## src/hdl/ssp_consts.vh

```
// Purpose: constants for the synchronous serial port block
// Assumes: included by bare name from design files
// Notes: mode codes follow the four-bit mode field of the first control register
`ifndef SSP_CONSTS_VH
`define SSP_CONSTS_VH

// mode field codes
`define SSP_MODE_M_DIV4   4'h0
`define SSP_MODE_M_DIV16  4'h1
`define SSP_MODE_M_DIV64  4'h2
`define SSP_MODE_M_TMR    4'h3
`define SSP_MODE_S_SS     4'h4
`define SSP_MODE_S_NOSS   4'h5
`define SSP_MODE_M_RELOAD 4'hA

// divide figures for the fixed master rates
`define SSP_DIV4          16'h0004
`define SSP_DIV16         16'h0010
`define SSP_DIV64         16'h0040

// byte and counter layout
`define SSP_BITS          4'h8
`define SSP_CNT_ZERO      4'h0
`define SSP_BYTE_ZERO     8'h00
`define SSP_MSB           7

// states of the master sequencer
`define SSP_ST_IDLE       2'h0
`define SSP_ST_LEAD       2'h1
`define SSP_ST_TRAIL      2'h2

`endif

```

## src/hdl/ssp_rate_gen.v

```verilog
// Purpose: master bit-rate tick generator for the serial port
// Assumes: one system clock; fosc taken as the system clock rate
// Notes: emits one tick per half serial clock period
`timescale 1ns/1ps
`include "ssp_consts.vh"

module ssp_rate_gen #(
   parameter CW = 16
) (
   // clock and reset
   input wire i_clk_sys,
   input wire i_rst_b,
   // control
   input wire i_run,
   input wire [3:0] i_mode,
   input wire [7:0] i_reload,
   input wire i_tmr_tick,
   // tick out
   output reg o_half_tick
);

   reg [CW-1:0] cnt_ff;
   reg [CW-1:0] nxt_cnt;
   reg [CW-1:0] half_len;
   reg nxt_half_tick;

   // ******************************************************
   // half-period length per mode
   // ******************************************************
   // a full serial period of N clocks is two halves of N/2
   always @* begin
      case (i_mode)
         `SSP_MODE_M_DIV16: half_len = `SSP_DIV16 >> 1;
         `SSP_MODE_M_DIV64: half_len = `SSP_DIV64 >> 1;
         `SSP_MODE_M_RELOAD: half_len = {{(CW-10){1'b0}}, i_reload, 2'b00} + `SSP_DIV4 >> 1;
         default: half_len = `SSP_DIV4 >> 1;
      endcase
   end

   // ******************************************************
   // tick counter
   // ******************************************************
   // timer mode: every timer tick flips the serial clock phase, so the
   // serial clock runs at half the timer output rate
   always @* begin
      nxt_cnt = cnt_ff;
      nxt_half_tick = 1'b0;
      if (!i_run) begin
         nxt_cnt = {CW{1'b0}};
      end else if (i_mode == `SSP_MODE_M_TMR) begin
         nxt_half_tick = i_tmr_tick;
      end else if (cnt_ff + {{(CW-1){1'b0}}, 1'b1} >= half_len) begin
         nxt_cnt = {CW{1'b0}};
         nxt_half_tick = 1'b1;
      end else begin
         nxt_cnt = cnt_ff + {{(CW-1){1'b0}}, 1'b1};
      end
   end

   always @(posedge i_clk_sys or negedge i_rst_b) begin
      if (!i_rst_b) begin
         cnt_ff <= {CW{1'b0}};
         o_half_tick <= 1'b0;
      end else begin
         cnt_ff <= nxt_cnt;
         o_half_tick <= nxt_half_tick;
      end
   end

endmodule

```

## src/hdl/ssp_port.v

```verilog
// Purpose: spi master/slave logic of the synchronous serial port
// Assumes: all inputs synchronous to i_clk_sys; slave clock sampled
// Notes: slave serial clock must be slower than a quarter of i_clk_sys
`timescale 1ns/1ps
`include "ssp_consts.vh"

module ssp_port #(
   parameter RATE_CW = 16
) (
   // clock and reset
   input wire i_clk_sys,
   input wire i_rst_b,
   // configuration
   input wire i_port_enable_bit,
   input wire [3:0] i_mode,
   input wire i_clock_idle_level,
   input wire i_clock_edge_sel,
   input wire i_input_sample_phase,
   input wire i_buffer_overwrite_enable,
   input wire [7:0] i_rate_reload_value,
   input wire i_period_timer_output,
   input wire i_sleep,
   input wire i_int_enable,
   // software access to the transfer buffer
   input wire i_buf_wr,
   input wire [7:0] i_buf_wdata,
   input wire i_buf_rd,
   input wire i_write_collision_clr,
   input wire i_transfer_done_clr,
   // serial pins
   input wire i_sck,
   input wire i_sdi,
   input wire i_ss_b,
   input wire i_sdo_pin_en,
   // status
   output reg [7:0] o_transfer_buffer,
   output reg o_buffer_full_flag,
   output reg o_transfer_done_flag,
   output reg o_write_collision_flag,
   output reg o_wake,
   output reg o_busy,
   // serial outputs
   output reg o_sck,
   output reg o_sck_oe,
   output reg o_sdo,
   output reg o_sdo_oe
);

   // ******************************************************
   // mode decoding
   // ******************************************************
   function is_slave;
      input [3:0] mode;
      begin
         is_slave = (mode == `SSP_MODE_S_SS) || (mode == `SSP_MODE_S_NOSS);
      end
   endfunction

   wire slave = is_slave(i_mode);
   wire ss_mode = (i_mode == `SSP_MODE_S_SS);
   wire master = i_port_enable_bit && !slave;
   // module reset: port disabled, or select high in select mode
   wire mod_rst = !i_port_enable_bit || (ss_mode && i_ss_b);
   // sleep stops the master clocks, slave clock comes from the pin
   wire mclk_run = master && !i_sleep;

   reg [7:0] sr_ff;
   reg [7:0] nxt_sr;
   reg [3:0] bit_cnt_ff;
   reg [3:0] nxt_bit_cnt;
   reg [1:0] st_ff;
   reg [1:0] nxt_st;
   reg sck_ff;
   reg nxt_sck;
   reg in_ff;
   reg nxt_in;
   reg sdo_ff;
   reg nxt_sdo;
   reg [7:0] buf_ff;
   reg [7:0] nxt_buf;
   reg bf_ff;
   reg nxt_bf;
   reg done_ff;
   reg nxt_done;
   reg write_collision_flag_ff;
   reg nxt_write_collision_flag;
   reg sck_s1_ff;
   reg sck_s2_ff;
   reg sck_s3_ff;
   reg tmr_ff;
   reg byte_end;
   wire half_tick;
   wire tmr_tick;
   wire sck_edge;
   wire lead_edge;
   wire ext_active;

   // ******************************************************
   // rate generator
   // ******************************************************
   assign tmr_tick = i_period_timer_output && !tmr_ff;

   ssp_rate_gen #(
      .CW(RATE_CW)
   ) u_rate (
      .i_clk_sys(i_clk_sys),
      .i_rst_b(i_rst_b),
      .i_run(mclk_run && st_ff != `SSP_ST_IDLE),
      .i_mode(i_mode),
      .i_reload(i_rate_reload_value),
      .i_tmr_tick(tmr_tick),
      .o_half_tick(half_tick)
   );

   // ******************************************************
   // slave clock sampling
   // ******************************************************
   // the first stage feeds only the second; edges are read on stages 2/3
   always @(posedge i_clk_sys or negedge i_rst_b) begin
      if (!i_rst_b) begin
         sck_s1_ff <= 1'b0;
         sck_s2_ff <= 1'b0;
         sck_s3_ff <= 1'b0;
         tmr_ff <= 1'b0;
      end else begin
         sck_s1_ff <= i_sck;
         sck_s2_ff <= sck_s1_ff;
         sck_s3_ff <= sck_s2_ff;
         tmr_ff <= i_period_timer_output;
      end
   end

   assign sck_edge = sck_s2_ff ^ sck_s3_ff;
   // leading edge leaves the idle level
   assign lead_edge = sck_edge && (sck_s3_ff == i_clock_idle_level);
   // not-selected slave ignores clock edges
   assign ext_active = i_port_enable_bit && slave && !mod_rst;

   // ******************************************************
   // shift engine
   // ******************************************************
   // edge select set: output changes on the trailing edge (into idle),
   // so bit 7 is already on the line before the first edge
   always @* begin
      nxt_sr = sr_ff;
      nxt_bit_cnt = bit_cnt_ff;
      nxt_st = st_ff;
      nxt_sck = sck_ff;
      nxt_in = in_ff;
      nxt_sdo = sdo_ff;
      byte_end = 1'b0;
      // slave write loads the shift register between bytes, selected or not
      if (slave && i_port_enable_bit && i_buf_wr && !write_collision_flag_ff && bit_cnt_ff == `SSP_CNT_ZERO
          && (!bf_ff || i_buffer_overwrite_enable)) begin
         nxt_sr = i_buf_wdata;
         nxt_sdo = i_buf_wdata[`SSP_MSB];
      end
      if (mod_rst) begin
         nxt_bit_cnt = `SSP_CNT_ZERO;
         nxt_st = `SSP_ST_IDLE;
         nxt_sck = i_clock_idle_level;
      end else if (master) begin
         case (st_ff)
            `SSP_ST_IDLE: begin
               nxt_sck = i_clock_idle_level;
               if (i_buf_wr && !write_collision_flag_ff) begin
                  nxt_sr = i_buf_wdata;
                  nxt_sdo = i_buf_wdata[`SSP_MSB];
                  nxt_bit_cnt = `SSP_CNT_ZERO;
                  nxt_st = `SSP_ST_LEAD;
               end
            end
            `SSP_ST_LEAD: begin
               if (half_tick && !i_sleep) begin
                  nxt_sck = !i_clock_idle_level;
                  nxt_in = i_sdi;
                  if (!i_clock_edge_sel && bit_cnt_ff != `SSP_CNT_ZERO) begin
                     nxt_sdo = sr_ff[`SSP_MSB];
                  end
                  nxt_st = `SSP_ST_TRAIL;
               end
            end
            `SSP_ST_TRAIL: begin
               if (half_tick && !i_sleep) begin
                  nxt_sck = i_clock_idle_level;
                  // late sample phase takes the bit at the trailing edge
                  nxt_sr = {sr_ff[6:0], i_input_sample_phase ? i_sdi : in_ff};
                  nxt_bit_cnt = bit_cnt_ff + 4'h1;
                  if (i_clock_edge_sel) begin
                     nxt_sdo = sr_ff[6];
                  end
                  if (bit_cnt_ff + 4'h1 == `SSP_BITS) begin
                     byte_end = 1'b1;
                     nxt_bit_cnt = `SSP_CNT_ZERO;
                     nxt_st = `SSP_ST_IDLE;
                  end else begin
                     nxt_st = `SSP_ST_LEAD;
                  end
               end
            end
            default: nxt_st = `SSP_ST_IDLE;
         endcase
      end else if (ext_active) begin
         if (lead_edge) begin
            nxt_in = i_sdi;
            if (!i_clock_edge_sel && bit_cnt_ff != `SSP_CNT_ZERO) begin
               nxt_sdo = sr_ff[`SSP_MSB];
            end
         end else if (sck_edge) begin
            // received bits shift up and come back out unchanged
            nxt_sr = {sr_ff[6:0], in_ff};
            nxt_bit_cnt = bit_cnt_ff + 4'h1;
            if (i_clock_edge_sel) begin
               nxt_sdo = sr_ff[6];
            end
            if (bit_cnt_ff + 4'h1 == `SSP_BITS) begin
               byte_end = 1'b1;
               nxt_bit_cnt = `SSP_CNT_ZERO;
            end
         end
      end
   end

   // ******************************************************
   // buffer and flags
   // ******************************************************
   // set wins over clear on every flag
   always @* begin
      nxt_buf = buf_ff;
      nxt_bf = bf_ff;
      nxt_done = done_ff;
      nxt_write_collision_flag = write_collision_flag_ff;
      if (i_buf_rd) begin
         nxt_bf = 1'b0;
      end
      if (i_transfer_done_clr) begin
         nxt_done = 1'b0;
      end
      if (i_write_collision_clr) begin
         nxt_write_collision_flag = 1'b0;
      end
      if (i_buf_wr && i_port_enable_bit) begin
         if (write_collision_flag_ff || (master && st_ff != `SSP_ST_IDLE)
             || (slave && bit_cnt_ff != `SSP_CNT_ZERO)) begin
            nxt_write_collision_flag = 1'b1;
         end else if (!bf_ff || i_buffer_overwrite_enable || master) begin
            nxt_buf = i_buf_wdata;
         end
      end
      if (byte_end) begin
         nxt_buf = nxt_sr;
         nxt_bf = 1'b1;
         nxt_done = 1'b1;
      end
   end

   always @(posedge i_clk_sys or negedge i_rst_b) begin
      if (!i_rst_b) begin
         sr_ff <= `SSP_BYTE_ZERO;
         bit_cnt_ff <= `SSP_CNT_ZERO;
         st_ff <= `SSP_ST_IDLE;
         sck_ff <= 1'b0;
         in_ff <= 1'b0;
         sdo_ff <= 1'b0;
         buf_ff <= `SSP_BYTE_ZERO;
         bf_ff <= 1'b0;
         done_ff <= 1'b0;
         write_collision_flag_ff <= 1'b0;
      end else begin
         sr_ff <= nxt_sr;
         bit_cnt_ff <= nxt_bit_cnt;
         st_ff <= nxt_st;
         sck_ff <= nxt_sck;
         in_ff <= nxt_in;
         sdo_ff <= nxt_sdo;
         buf_ff <= nxt_buf;
         bf_ff <= nxt_bf;
         done_ff <= nxt_done;
         write_collision_flag_ff <= nxt_write_collision_flag;
      end
   end

   // ******************************************************
   // output registers
   // ******************************************************
   // select high floats the output on the same edge the counter clears
   always @(posedge i_clk_sys or negedge i_rst_b) begin
      if (!i_rst_b) begin
         o_transfer_buffer <= `SSP_BYTE_ZERO;
         o_buffer_full_flag <= 1'b0;
         o_transfer_done_flag <= 1'b0;
         o_write_collision_flag <= 1'b0;
         o_wake <= 1'b0;
         o_busy <= 1'b0;
         o_sck <= 1'b0;
         o_sck_oe <= 1'b0;
         o_sdo <= 1'b0;
         o_sdo_oe <= 1'b0;
      end else begin
         o_transfer_buffer <= nxt_buf;
         o_buffer_full_flag <= nxt_bf;
         o_transfer_done_flag <= nxt_done;
         o_write_collision_flag <= nxt_write_collision_flag;
         o_wake <= nxt_done && i_int_enable && slave && i_sleep;
         o_busy <= (nxt_st != `SSP_ST_IDLE) || (nxt_bit_cnt != `SSP_CNT_ZERO);
         o_sck <= nxt_sck;
         o_sck_oe <= master;
         o_sdo <= nxt_sdo;
         o_sdo_oe <= i_sdo_pin_en && i_port_enable_bit
                     && (!ss_mode || !i_ss_b);
      end
   end

endmodule

```

## config.mk

```make
export PLATFORM = sky130hd
export DESIGN_NAME = ssp_port
export DESIGN_NICKNAME = d
export VERILOG_FILES = /design/src/hdl/ssp_rate_gen.v /design/src/hdl/ssp_port.v
export VERILOG_INCLUDE_DIRS = /design/src /design/src/hdl
export SDC_FILE = /design/constraint.sdc
export NUM_CORES = 1
export LEC_CHECK = 0
export BUFFER_PORTS_ARGS = -buffer_cell sky130_fd_sc_hd__buf_2
export CAP_MARGIN = 20
export CORE_MARGIN = 2
export CORE_UTILIZATION = 51
export CTS_CLUSTER_SIZE = 40
export DETAILED_ROUTE_END_ITERATION = 10
export PLACE_DENSITY = 0.78
export SLEW_MARGIN = 10
export SYNTH_ARGS = -nofsm -noshare
export SYNTH_HDL_FRONTEND = slang
export SYNTH_SLANG_ARGS = --single-unit
```

## constraint.sdc

```tcl
create_clock -name i_clk_sys -period 3.95 [get_ports i_clk_sys]
set_input_delay 0.1975 -clock i_clk_sys [delete_from_list [all_inputs] [get_ports i_clk_sys]]
set_output_delay 0.1975 -clock i_clk_sys [all_outputs]
set_load 0.03 [all_outputs]
```

==> flow_summary.toml, run 1 <==
[timing]
hold_viol = 19
max_slew_margin = 0.483
fmax_mhz = 319
fin_crit_sh = 0.792
finalMaxSlewViolations = 0
finalSetupTns_ns = 0
worst_pin_slew_ns = 0.773
finClkSkew_ns = 0.00937
rsz0062_at_grt = "false"
hold_ws_ns = -0.00386
fin_ws_ns = 0.820
period_needed_ns = 3.13
setup_viol = 0

[placed_design]
place_ws_ns = 0.860
gp_congestion = 0.914
numPortBuffers = 54
dp_hpwl_um = 5990

[final_layout]
drive_gt1_frac = 0.190
syn_to_final_growth_pct = 11.7
layout.nets = 466
fillers = 567
diodes = 0
utilization = 0.595

[synth]
synth_top_family_by_area = "simple AND/OR/NAND/NOR gates"
async_reset_ff_frac = 1.00
synthDistinctLibCells = 69
synth-seq-cells = 53
synth_mux_area_frac = 0.0519
synthAdderAreaFrac = 0.0508
ys_top_cells_by_area = "dfrtp_1 39%, ha_1 4.8%, mux2i_1 3.5%, a21oi_1 3.2%, nand2_1 3.0%"
syn-num-nets = 417
seq_area_frac_synth = 0.390
yosys.area.top_type = "dfrtp_1"
synthCells = 366
synth_area_mm2 = 0.00340
synth_flop_cell = "dfrtp_1"
synth-compound-area-share = 0.189
synth-simple-area-share = 0.234
yosys_warnings = 0
avgSynthCellArea_um2 = 9.29
synth-xor-area-share = 0.0335
synth_top_area_frac = 0.390
synth_edf_count = 0

[pwr]
p_leak_nw = 1.71
cellPowerDensity_mw_per_mm2 = 344
irDropWorstVdd_mv = 0.381

[grt]
antenna_found_initial = 0
grt_pass1_wl_um = 13400
grt_max_degree = 54
gr-usage-met3 = 0.0423
grt_usage = 0.226
gr-max-usage-layer = "met2"
grt_util_met1 = 0.278
overflow = 0
grt_pass1_vias = 2984
use_met2 = 0.386

[status]
status = "finished with violations"
violations = "negative hold slack"

[floorplanning]
io_pins = 55
initial_core_util = 0.533
fp.dieW_um = 85.7
core-area_mm2 = 0.00639
die-area_mm2 = 0.00734
die_y_um = 85.7
num_rows = 29

[clock_tree]
cts_buffers = 5
cts_htree_levels = 2
post_cts_buffers = 0
clock_latency_ns = 0.32
clock_path_buffers = 2
cts-resized-gates = 0
clock_sinks = 53
root_buffer = "clkbuf_8"
cts_tree = "done"
path_clk_slew_ns = 0.10

[routing]
first_iter_violations = 225
wl_per_cell_um = 16.4
drc_errors = 0
dr.pass1.iters = 5
via_per_inst = 6.23
via_count = 3070
wl_um = 8070
ant_nets = 0

[hold_path]
min_path_type = "in -> async"

[worst_setup_path]
r2r_slack_ns = 0.82
cp-end-kind = "flip-flop"
start_kind = "flip-flop"
crit_required_ns = 4.19
regToRegEndpoint = "u_rate.cnt_ff[5]"
ff2ff_path_depth = 11
crit_arrival_ns = 3.37
worstReg2RegStart = "u_rate.cnt_ff[2]"
worst-path-max-fanout = 11
worstSetupPathType = "reg -> reg"

[job]
maxCapViolations = 0
==> worst max path at each step <==
stage | to | slack [ns] | cells after the start | start
6_report | u_rate.cnt_ff[5] | 0.82 | 11 | u_rate.cnt_ff[2]
5_1_grt | u_rate.cnt_ff[5] | 0.52 | 11 | u_rate.cnt_ff[2]
4_1_cts | u_rate.cnt_ff[2] | 0.84 | 11 | u_rate.cnt_ff[2]
3_5_place_dp | u_rate.cnt_ff[2] | 0.86 | 11 | u_rate.cnt_ff[2]
3_3_place_gp | u_rate.cnt_ff[5] | 1.00 | 11 | u_rate.cnt_ff[2]
2_1_floorplan | u_rate.cnt_ff[5] | 1.22 | 12 | u_rate.cnt_ff[2]
==> final cells by class <==
cell class                      count  area, um^2  area share
Sequential cell                    53        1330       0.349
Clock buffer                        6        72.6      0.0191
Tap cell                           77        96.3      0.0254
Inverter                           24        90.1      0.0237
Timing Repair Buffer               57         298      0.0784
Multi-Input combinational cell    274        1900       0.500
Clock inverter                      2        15.0     0.00395
==> metrics by stage <==
step                area, um^2  hold WS (ns)  instances  total power, mW
finish                    3800      -0.00386        493             1.31
global route              3800        0.0472        493             1.37
CTS                       3800        0.0181        493             1.31
detailed placement        3690         0.307        483             1.00
global placement          3690         0.309        483            0.989
floorplan                 3400       -0.0981        366            0.889
==> per-layer routing <==
layer	part of all wire	routed length (um)	vias to the layer above
met5	0	0	-
met2	0.49	3990	106
met4	0.023	184	0
met3	0.055	445	21
met1	0.43	3450	1480
li1	-	-	1463
==> placed cells by master, fill, tap and decap left out, types with 2 or more instances in the layout <==
master	netlist	layout
a211oi_1	7	7
a21o_1	2	2
a21oi_1	22	22
a221o_1	3	3
a221oi_1	2	2
a222oi_1	7	7
a31oi_1	3	3
and3_1	14	14
and3b_1	2	2
and4_1	3	3
and4bb_2	2	2
buf_2	6	54
clkbuf_8	0	5
clkinvlp_4	0	2
dfrtp_1	53	53
dlygate4sd3_1	0	2
ha_1	13	13
inv_1	23	23
mux2_2	5	5
mux2i_1	12	12
nand2_1	27	27
nand2b_1	8	8
nand3_1	10	10
nand3b_1	2	2
nand4_1	11	11
nor2_1	22	22
nor2b_1	9	9
nor3_1	10	10
nor3b_1	5	5
o2111ai_1	6	6
o21a_1	2	2
o21ai_0	10	10
o22ai_1	3	3
o31ai_1	2	2
or2_2	4	4
or3_1	3	3
xnor2_1	11	11
xor2_1	2	2
==> cell usage after synthesis (10+ instances only) <==
cell and number:
dfrtp_1 53, nand2_1 27, inv_1 23, a21oi_1 22
nor2_1 22, and3_1 14, ha_1 13, mux2i_1 12
nand4_1 11, xnor2_1 11, nand3_1 10, nor3_1 10
o21ai_0 10
==> where the power goes <==
part           internal [mW]  leakage [nW]  switching (mW)  total (mW)
Sequential             0.609         0.686          0.0474       0.656
Combinational          0.129         0.988           0.213       0.342
Clock                  0.125        0.0374           0.183       0.308
Total                  0.863          1.71           0.443        1.31
==> critical path, stage by stage, from the launching register on <==
cell,delay (ns)
dfrtp_1,0.43
nand3_1,0.14
nor3_1,0.53
and4_1,0.28
xor2_1,0.22
ha_1,0.28
nand4_1,0.10
a21oi_1,0.04
a211oi_1,0.23
and3_1,0.46
o2111ai_1,0.18
a21oi_1,0.16
==> cells by family after synthesis <==
family	count (synthesis)
flip-flops	53
buffers and inverters	39
multiplexers	17
XOR/XNOR	13
adder cells (fa/ha/maj)	14
AND/OR/NAND/NOR	141
AO/OA/AOI/OAI	89
==> registers in the layout, summed over array words and instances, names as in the netlist <==
signal	count
o_transfer_buffer	8
st_ff	2
o_sck_oe	1
sck_s2_ff	1
sr_ff	8
o_busy	1
tmr_ff	1
sck_s1_ff	1
o_transfer_done_flag	1
bit_cnt_ff	4
o_buffer_full_flag	1
o_sdo_oe	1
o_sdo	1
u_rate.cnt_ff	16
o_write_collision_flag	1
o_sck	1
sck_s3_ff	1
in_ff	1
o_wake	1
u_rate.o_half_tick	1
==> timing repair <==
item | in CTS | in global routing
setup endpoints to repair | 0 | 0
hold buffers | 2 | 0
hold endpoints to repair | 2 | 0
Note: power is estimated with default switching activity, not from simulation.
==> run 2: changes to the inputs <==
- PLACE_DENSITY: 0.78 -> 0.81
- clock period: 3.95 -> 2.6 ns (I/O delays scaled with it)
==> flow_summary.toml, run 2 (synthesis results as in run 1) <==
[floorplanning]
num_rows = 29
die_y_um = 85.7
initial_core_util = 0.533
io_pins = 55
die-area_mm2 = 0.00734
fp.dieW_um = 85.7
core-area_mm2 = 0.00639

[final_layout]
fillers = 462
multi_input_area_mm2 = 0.00214
instances_no_fill = 532
diodes = 0
syn_to_final_growth_pct = 28.4
reg_top3 = "u_rate.cnt_ff: 16 flops, o_transfer_buffer: 8 flops, sr_ff: 8 flops"
layout_commonest_cell = "buf_2"
most-common-layout-cells = "54 x buf_2, 53 x dfrtp_1, 36 x buf_4, 26 x nand2_1, 23 x inv_1"
layout.nets = 506
drive_gt1_frac = 0.321
regArea_mm2 = 0.00133
largest_register_ffs = 16
regMostFlops = "u_rate.cnt_ff"

[routing]
dr.pass1.iters = 5
drc_errors = 0
first_iter_violations = 311
via_per_inst = 6.31
wl_um = 9920
via_count = 3357
wl_per_cell_um = 18.6
ant_nets = 0

[timing]
fmax_mhz = 358
finalMaxSlewViolations = 0
worst_pin_slew_ns = 0.682
finClkSkew_ns = 0.00645
finalSetupTns_ns = -1.21
rsz0062_at_grt = "true"
period_needed_ns = 2.79
setup_viol = 11
hold_viol = 0
fin_crit_sh = 1.07
max_slew_margin = 0.542
fin_ws_ns = -0.189

[clock_tree]
clock_path_buffers = 2
root_buffer = "clkbuf_8"
path_clk_slew_ns = 0.09
cts_htree_levels = 2
cts_tree = "done"
cts_buffers = 5
clock_sinks = 53
clock_latency_ns = 0.32

[job]
maxCapViolations = 0

[worst_setup_path]
worstReg2RegStart = "u_rate.cnt_ff[1]"
worstSetupPathType = "reg -> reg"
r2r_slack_ns = -0.19
cp_top_family = "compound AO/OA/AOI/OAI gates"
path_cells = "ha_2 -> nor2b_1 -> or2_4 -> ha_4 -> a2111oi_4 -> o21ai_1 -> a211oi_2 -> and3_4 -> buf_6 -> o2111ai_2 -> a21oi_1"
cpMaxStageDelayCell = "dfrtp_1"
start_kind = "flip-flop"
worst-path-max-fanout = 5
cp.buffers_inverters = 1
crit_arrival_ns = 3.03
cp-end-kind = "flip-flop"
critPathMaxStageDelay_ns = 0.44
crit_required_ns = 2.84
crit_path_start = "u_rate.cnt_ff[1]"

[grt]
grt_pass1_wl_um = 15000
grt_pass1_vias = 3244
overflow = 0
antenna_found_initial = 0
grt_usage = 0.254
grt_max_degree = 30

[placed_design]
place_ws_ns = -0.0872
dp_hpwl_um = 6570
place_inst = 511
gp_congestion = 0.995
numPortBuffers = 54

[pwr]
p_leak_nw = 1.99
irDropWorstVdd_mv = 0.430
cellPowerDensity_mw_per_mm2 = 487

[status]
status = "finished with violations"
violations = "negative setup slack"

[hold_path]
min_path_type = "in -> reg"
hold_start = "i_write_collision_clr"
## run 2: layout make-up
cell class	instances	area share
clock buffer	5	0.0158
clock inverter	2	0.00802
inverter	24	0.0206
multi-input combinational	274	0.489
sequential	53	0.304
tap	77	0.0221
timing repair buffer	97	0.141
## run 2: layer usage
| metal | up-vias | share of wire | track usage |
|---|---|---|---|
| met2 | 151 | 0.51 | 0.437 |
| met5 | - | 0 | 0 |
| li1 | 1543 | - | - |
| met1 | 1632 | 0.40 | 0.320 |
| met4 | 0 | 0.030 | 0.104 |
| met3 | 31 | 0.059 | 0.0385 |
## run 2: repair_timing
| item | CTS | global route |
|---|---|---|
| hold endpoints to repair | 27 | 0 |
| buffers inserted | 5 | 5 |
| hold buffers | 4 | 0 |
| pin swaps | 3 | 23 |
| resized for setup | 8 | 37 |
| endpoints found under the setup margin | 10 | 14 |
## run 2: report_power, final
group          switching [mW]  internal (mW)
sequential             0.0671          0.925
clock                   0.273          0.280
combinational           0.345          0.237
## run 2: worst paths after layout
kind,cells after the start,end
worst max-delay path,11,u_rate.cnt_ff[2]
worst min-delay path,2,o_write_collision_flag
worst max register to register,11,u_rate.cnt_ff[2]
worst min register to register,0,sck_s2_ff
max in group asynchronous,3,u_rate.cnt_ff[7]
min in group asynchronous,2,o_sdo_oe
## run 2: worst reg2reg max path, cell delays in order, from the launching register on
cell and delay [ns]:
dfrtp_1 0.44, ha_2 0.28, nor2b_1 0.11, or2_4 0.28, ha_4 0.17, a2111oi_4 0.34, o21ai_1 0.14, a211oi_2 0.27
and3_4 0.24, buf_6 0.13, o2111ai_2 0.13, a21oi_1 0.18
## run 2: through the flow
| stage | power, mW | hold WS (ns) | utilization | area (um^2) |
|---|---|---|---|---|
| 2_1_floorplan | 1.35 | -0.166 | - | 3410 |
| 3_3_place_gp | 1.53 | 0.155 | 0.612 | 3910 |
| 3_5_place_dp | 1.54 | 0.160 | 0.612 | 3910 |
| 4_1_cts | 2.10 | 0.00301 | 0.646 | 4130 |
| 5_1_grt | 2.22 | 0.0123 | 0.684 | 4370 |
| 6_report | 2.13 | 0.00415 | 0.684 | 4370 |
==> run 3: changes to the inputs <==
- MAX_ROUTING_LAYER: unset -> met4
- RECOVER_POWER: unset -> 100
==> flow_summary.toml, run 3 (synthesis results as in run 1) <==
[timing]
hold_ws_ns = -0.000211
setup_viol = 11
fin_crit_sh = 1.07
fin_ws_ns = -0.170
worst_pin_slew_ns = 1.42
hold_viol = 1
finClkSkew_ns = 0.00958
finalMaxSlewViolations = 0
max_slew_margin = 0.0551
period_needed_ns = 2.77
finalSetupTns_ns = -1.04
rsz0062_at_grt = "true"
fmax_mhz = 361

[placed_design]
placed_area_mm2 = 0.00391
place_ws_ns = -0.0872
numPortBuffers = 54
place_inst = 511
gp_congestion = 1.01
dp_hpwl_um = 6570

[final_layout]
fillers = 488
diodes = 0
instances_no_fill = 532
most-common-layout-cells = "53 x dfrtp_1, 34 x buf_2, 30 x buf_4, 26 x nand2_1, 25 x clkbuf_1"
layout.nets = 506
layout_commonest_cell = "dfrtp_1"
syn_to_final_growth_pct = 26.6
regMostFlops = "u_rate.cnt_ff"
reg_top3 = "u_rate.cnt_ff: 16 flops, o_transfer_buffer: 8 flops, sr_ff: 8 flops"
drive_gt1_frac = 0.262
largest_register_ffs = 16
finish.instance_area_mm2 = 0.00431

[grt]
antenna_found_initial = 0
grt_pass1_wl_um = 15000
grt_pass1_vias = 3237
grt_max_degree = 30
overflow = 0
grt_usage = 0.261

[worst_setup_path]
crit_required_ns = 2.84
worst-path-max-fanout = 5
worstSetupPathType = "reg -> reg"
start_kind = "flip-flop"
cp-end-kind = "flip-flop"
crit_arrival_ns = 3.01

[routing]
wl_um = 9950
via_per_inst = 6.31
dr.pass1.iters = 5
first_iter_violations = 295
via_count = 3358
wl_per_cell_um = 18.7
ant_nets = 0
drc_errors = 0

[floorplanning]
num_rows = 29
initial_core_util = 0.533
die-area_mm2 = 0.00734
core-area_mm2 = 0.00639
io_pins = 55
fp.dieW_um = 85.7
die_y_um = 85.7

[pwr]
p_clk_frac = 0.264
p_switching_mw = 0.688
pwr-share-seq = 0.470
p_leak_nw = 1.90
irDropWorstVdd_mv = 0.429
p_comb_frac = 0.266
p_sw_frac = 0.326
cellPowerDensity_mw_per_mm2 = 490
p_int_mw = 1.42

[clock_tree]
path_clk_slew_ns = 0.10
clock_latency_ns = 0.32
root_buffer = "clkbuf_8"
cts_htree_levels = 2
cts_tree = "done"
clock_path_buffers = 2
clock_sinks = 53
cts_buffers = 5

[hold_path]
min_path_type = "in -> reg"

[job]
maxCapViolations = 0

[status]
status = "finished with violations"
violations = "negative hold slack, negative setup slack"
## run 3: final timing paths
path | start | endpoint | slack [ns] | cells after the start
setup / recovery | u_rate.cnt_ff[1] | u_rate.cnt_ff[2] | -0.17 | 11
hold / removal | i_write_collision_clr | o_write_collision_flag | -0.0002 | 2
setup reg to reg | u_rate.cnt_ff[1] | u_rate.cnt_ff[2] | -0.17 | 11
hold reg to reg | sck_s1_ff | sck_s2_ff | 0.37 | 0
max in group asynchronous | i_rst_b | u_rate.cnt_ff[12] | 0.53 | 3
min in group asynchronous | i_rst_b | o_sdo | 0.66 | 2
## run 3: worst max-delay path: stages, from the launching register on
cell and delay (ns):
dfrtp_1 0.44, ha_2 0.28, nor2b_1 0.11, or2_4 0.28
ha_4 0.17, a2111oi_4 0.33, o21ai_1 0.14, a211oi_2 0.26
and3_4 0.23, buf_6 0.13, o2111ai_2 0.13, a21oi_1 0.18
## run 3: timing repair
action | in CTS | in global routing
setup endpoints to repair | 10 | 14
gates cloned | 0 | 0
pin swaps | 3 | 23
buffers inserted | 5 | 5
hold endpoints to repair | 27 | 0
resized for setup | 8 | 37
hold buffers | 4 | 0
## run 3: metal layers
layer  routed length, um  track usage  part of all wire  up-vias
li1                    -            -                 -     1548
met1                4000        0.320              0.40     1639
met2                5140        0.437              0.52      147
met3                 577       0.0385             0.058       24
met4                 235        0.104             0.024        0
met5                   0            -                 0        -
## run 3: per-stage QoR
step                      total power [mW]  utilization
after floorplan                       1.35            -
after global placement                1.53        0.612
after detailed placement              1.54        0.612
after CTS                             2.10        0.646
after global routing                  2.20        0.674
final                                 2.11        0.674
## run 3: layout make-up
class	count	area, um^2	area share
repair buffers	97	568	0.132
inverters	24	90.1	0.0209
clock inverters	2	35.0	0.00814
multi-input cells	274	2120	0.493
clock buffers	5	68.8	0.0160
well taps	77	96.3	0.0224
flip-flops and latches	53	1330	0.308
## run 3: power by group through the flow
| stage | logic (mW) | registers (mW) | clock network [mW] |
|---|---|---|---|
| finish | 0.561 | 0.992 | 0.558 |
| global route | 0.610 | 1.01 | 0.587 |
| CTS | 0.551 | 0.990 | 0.560 |
| detailed placement | 0.541 | 1.00 | 0 |
| global placement | 0.526 | 1.00 | 0 |
| floorplan | 0.264 | 1.09 | 0 |
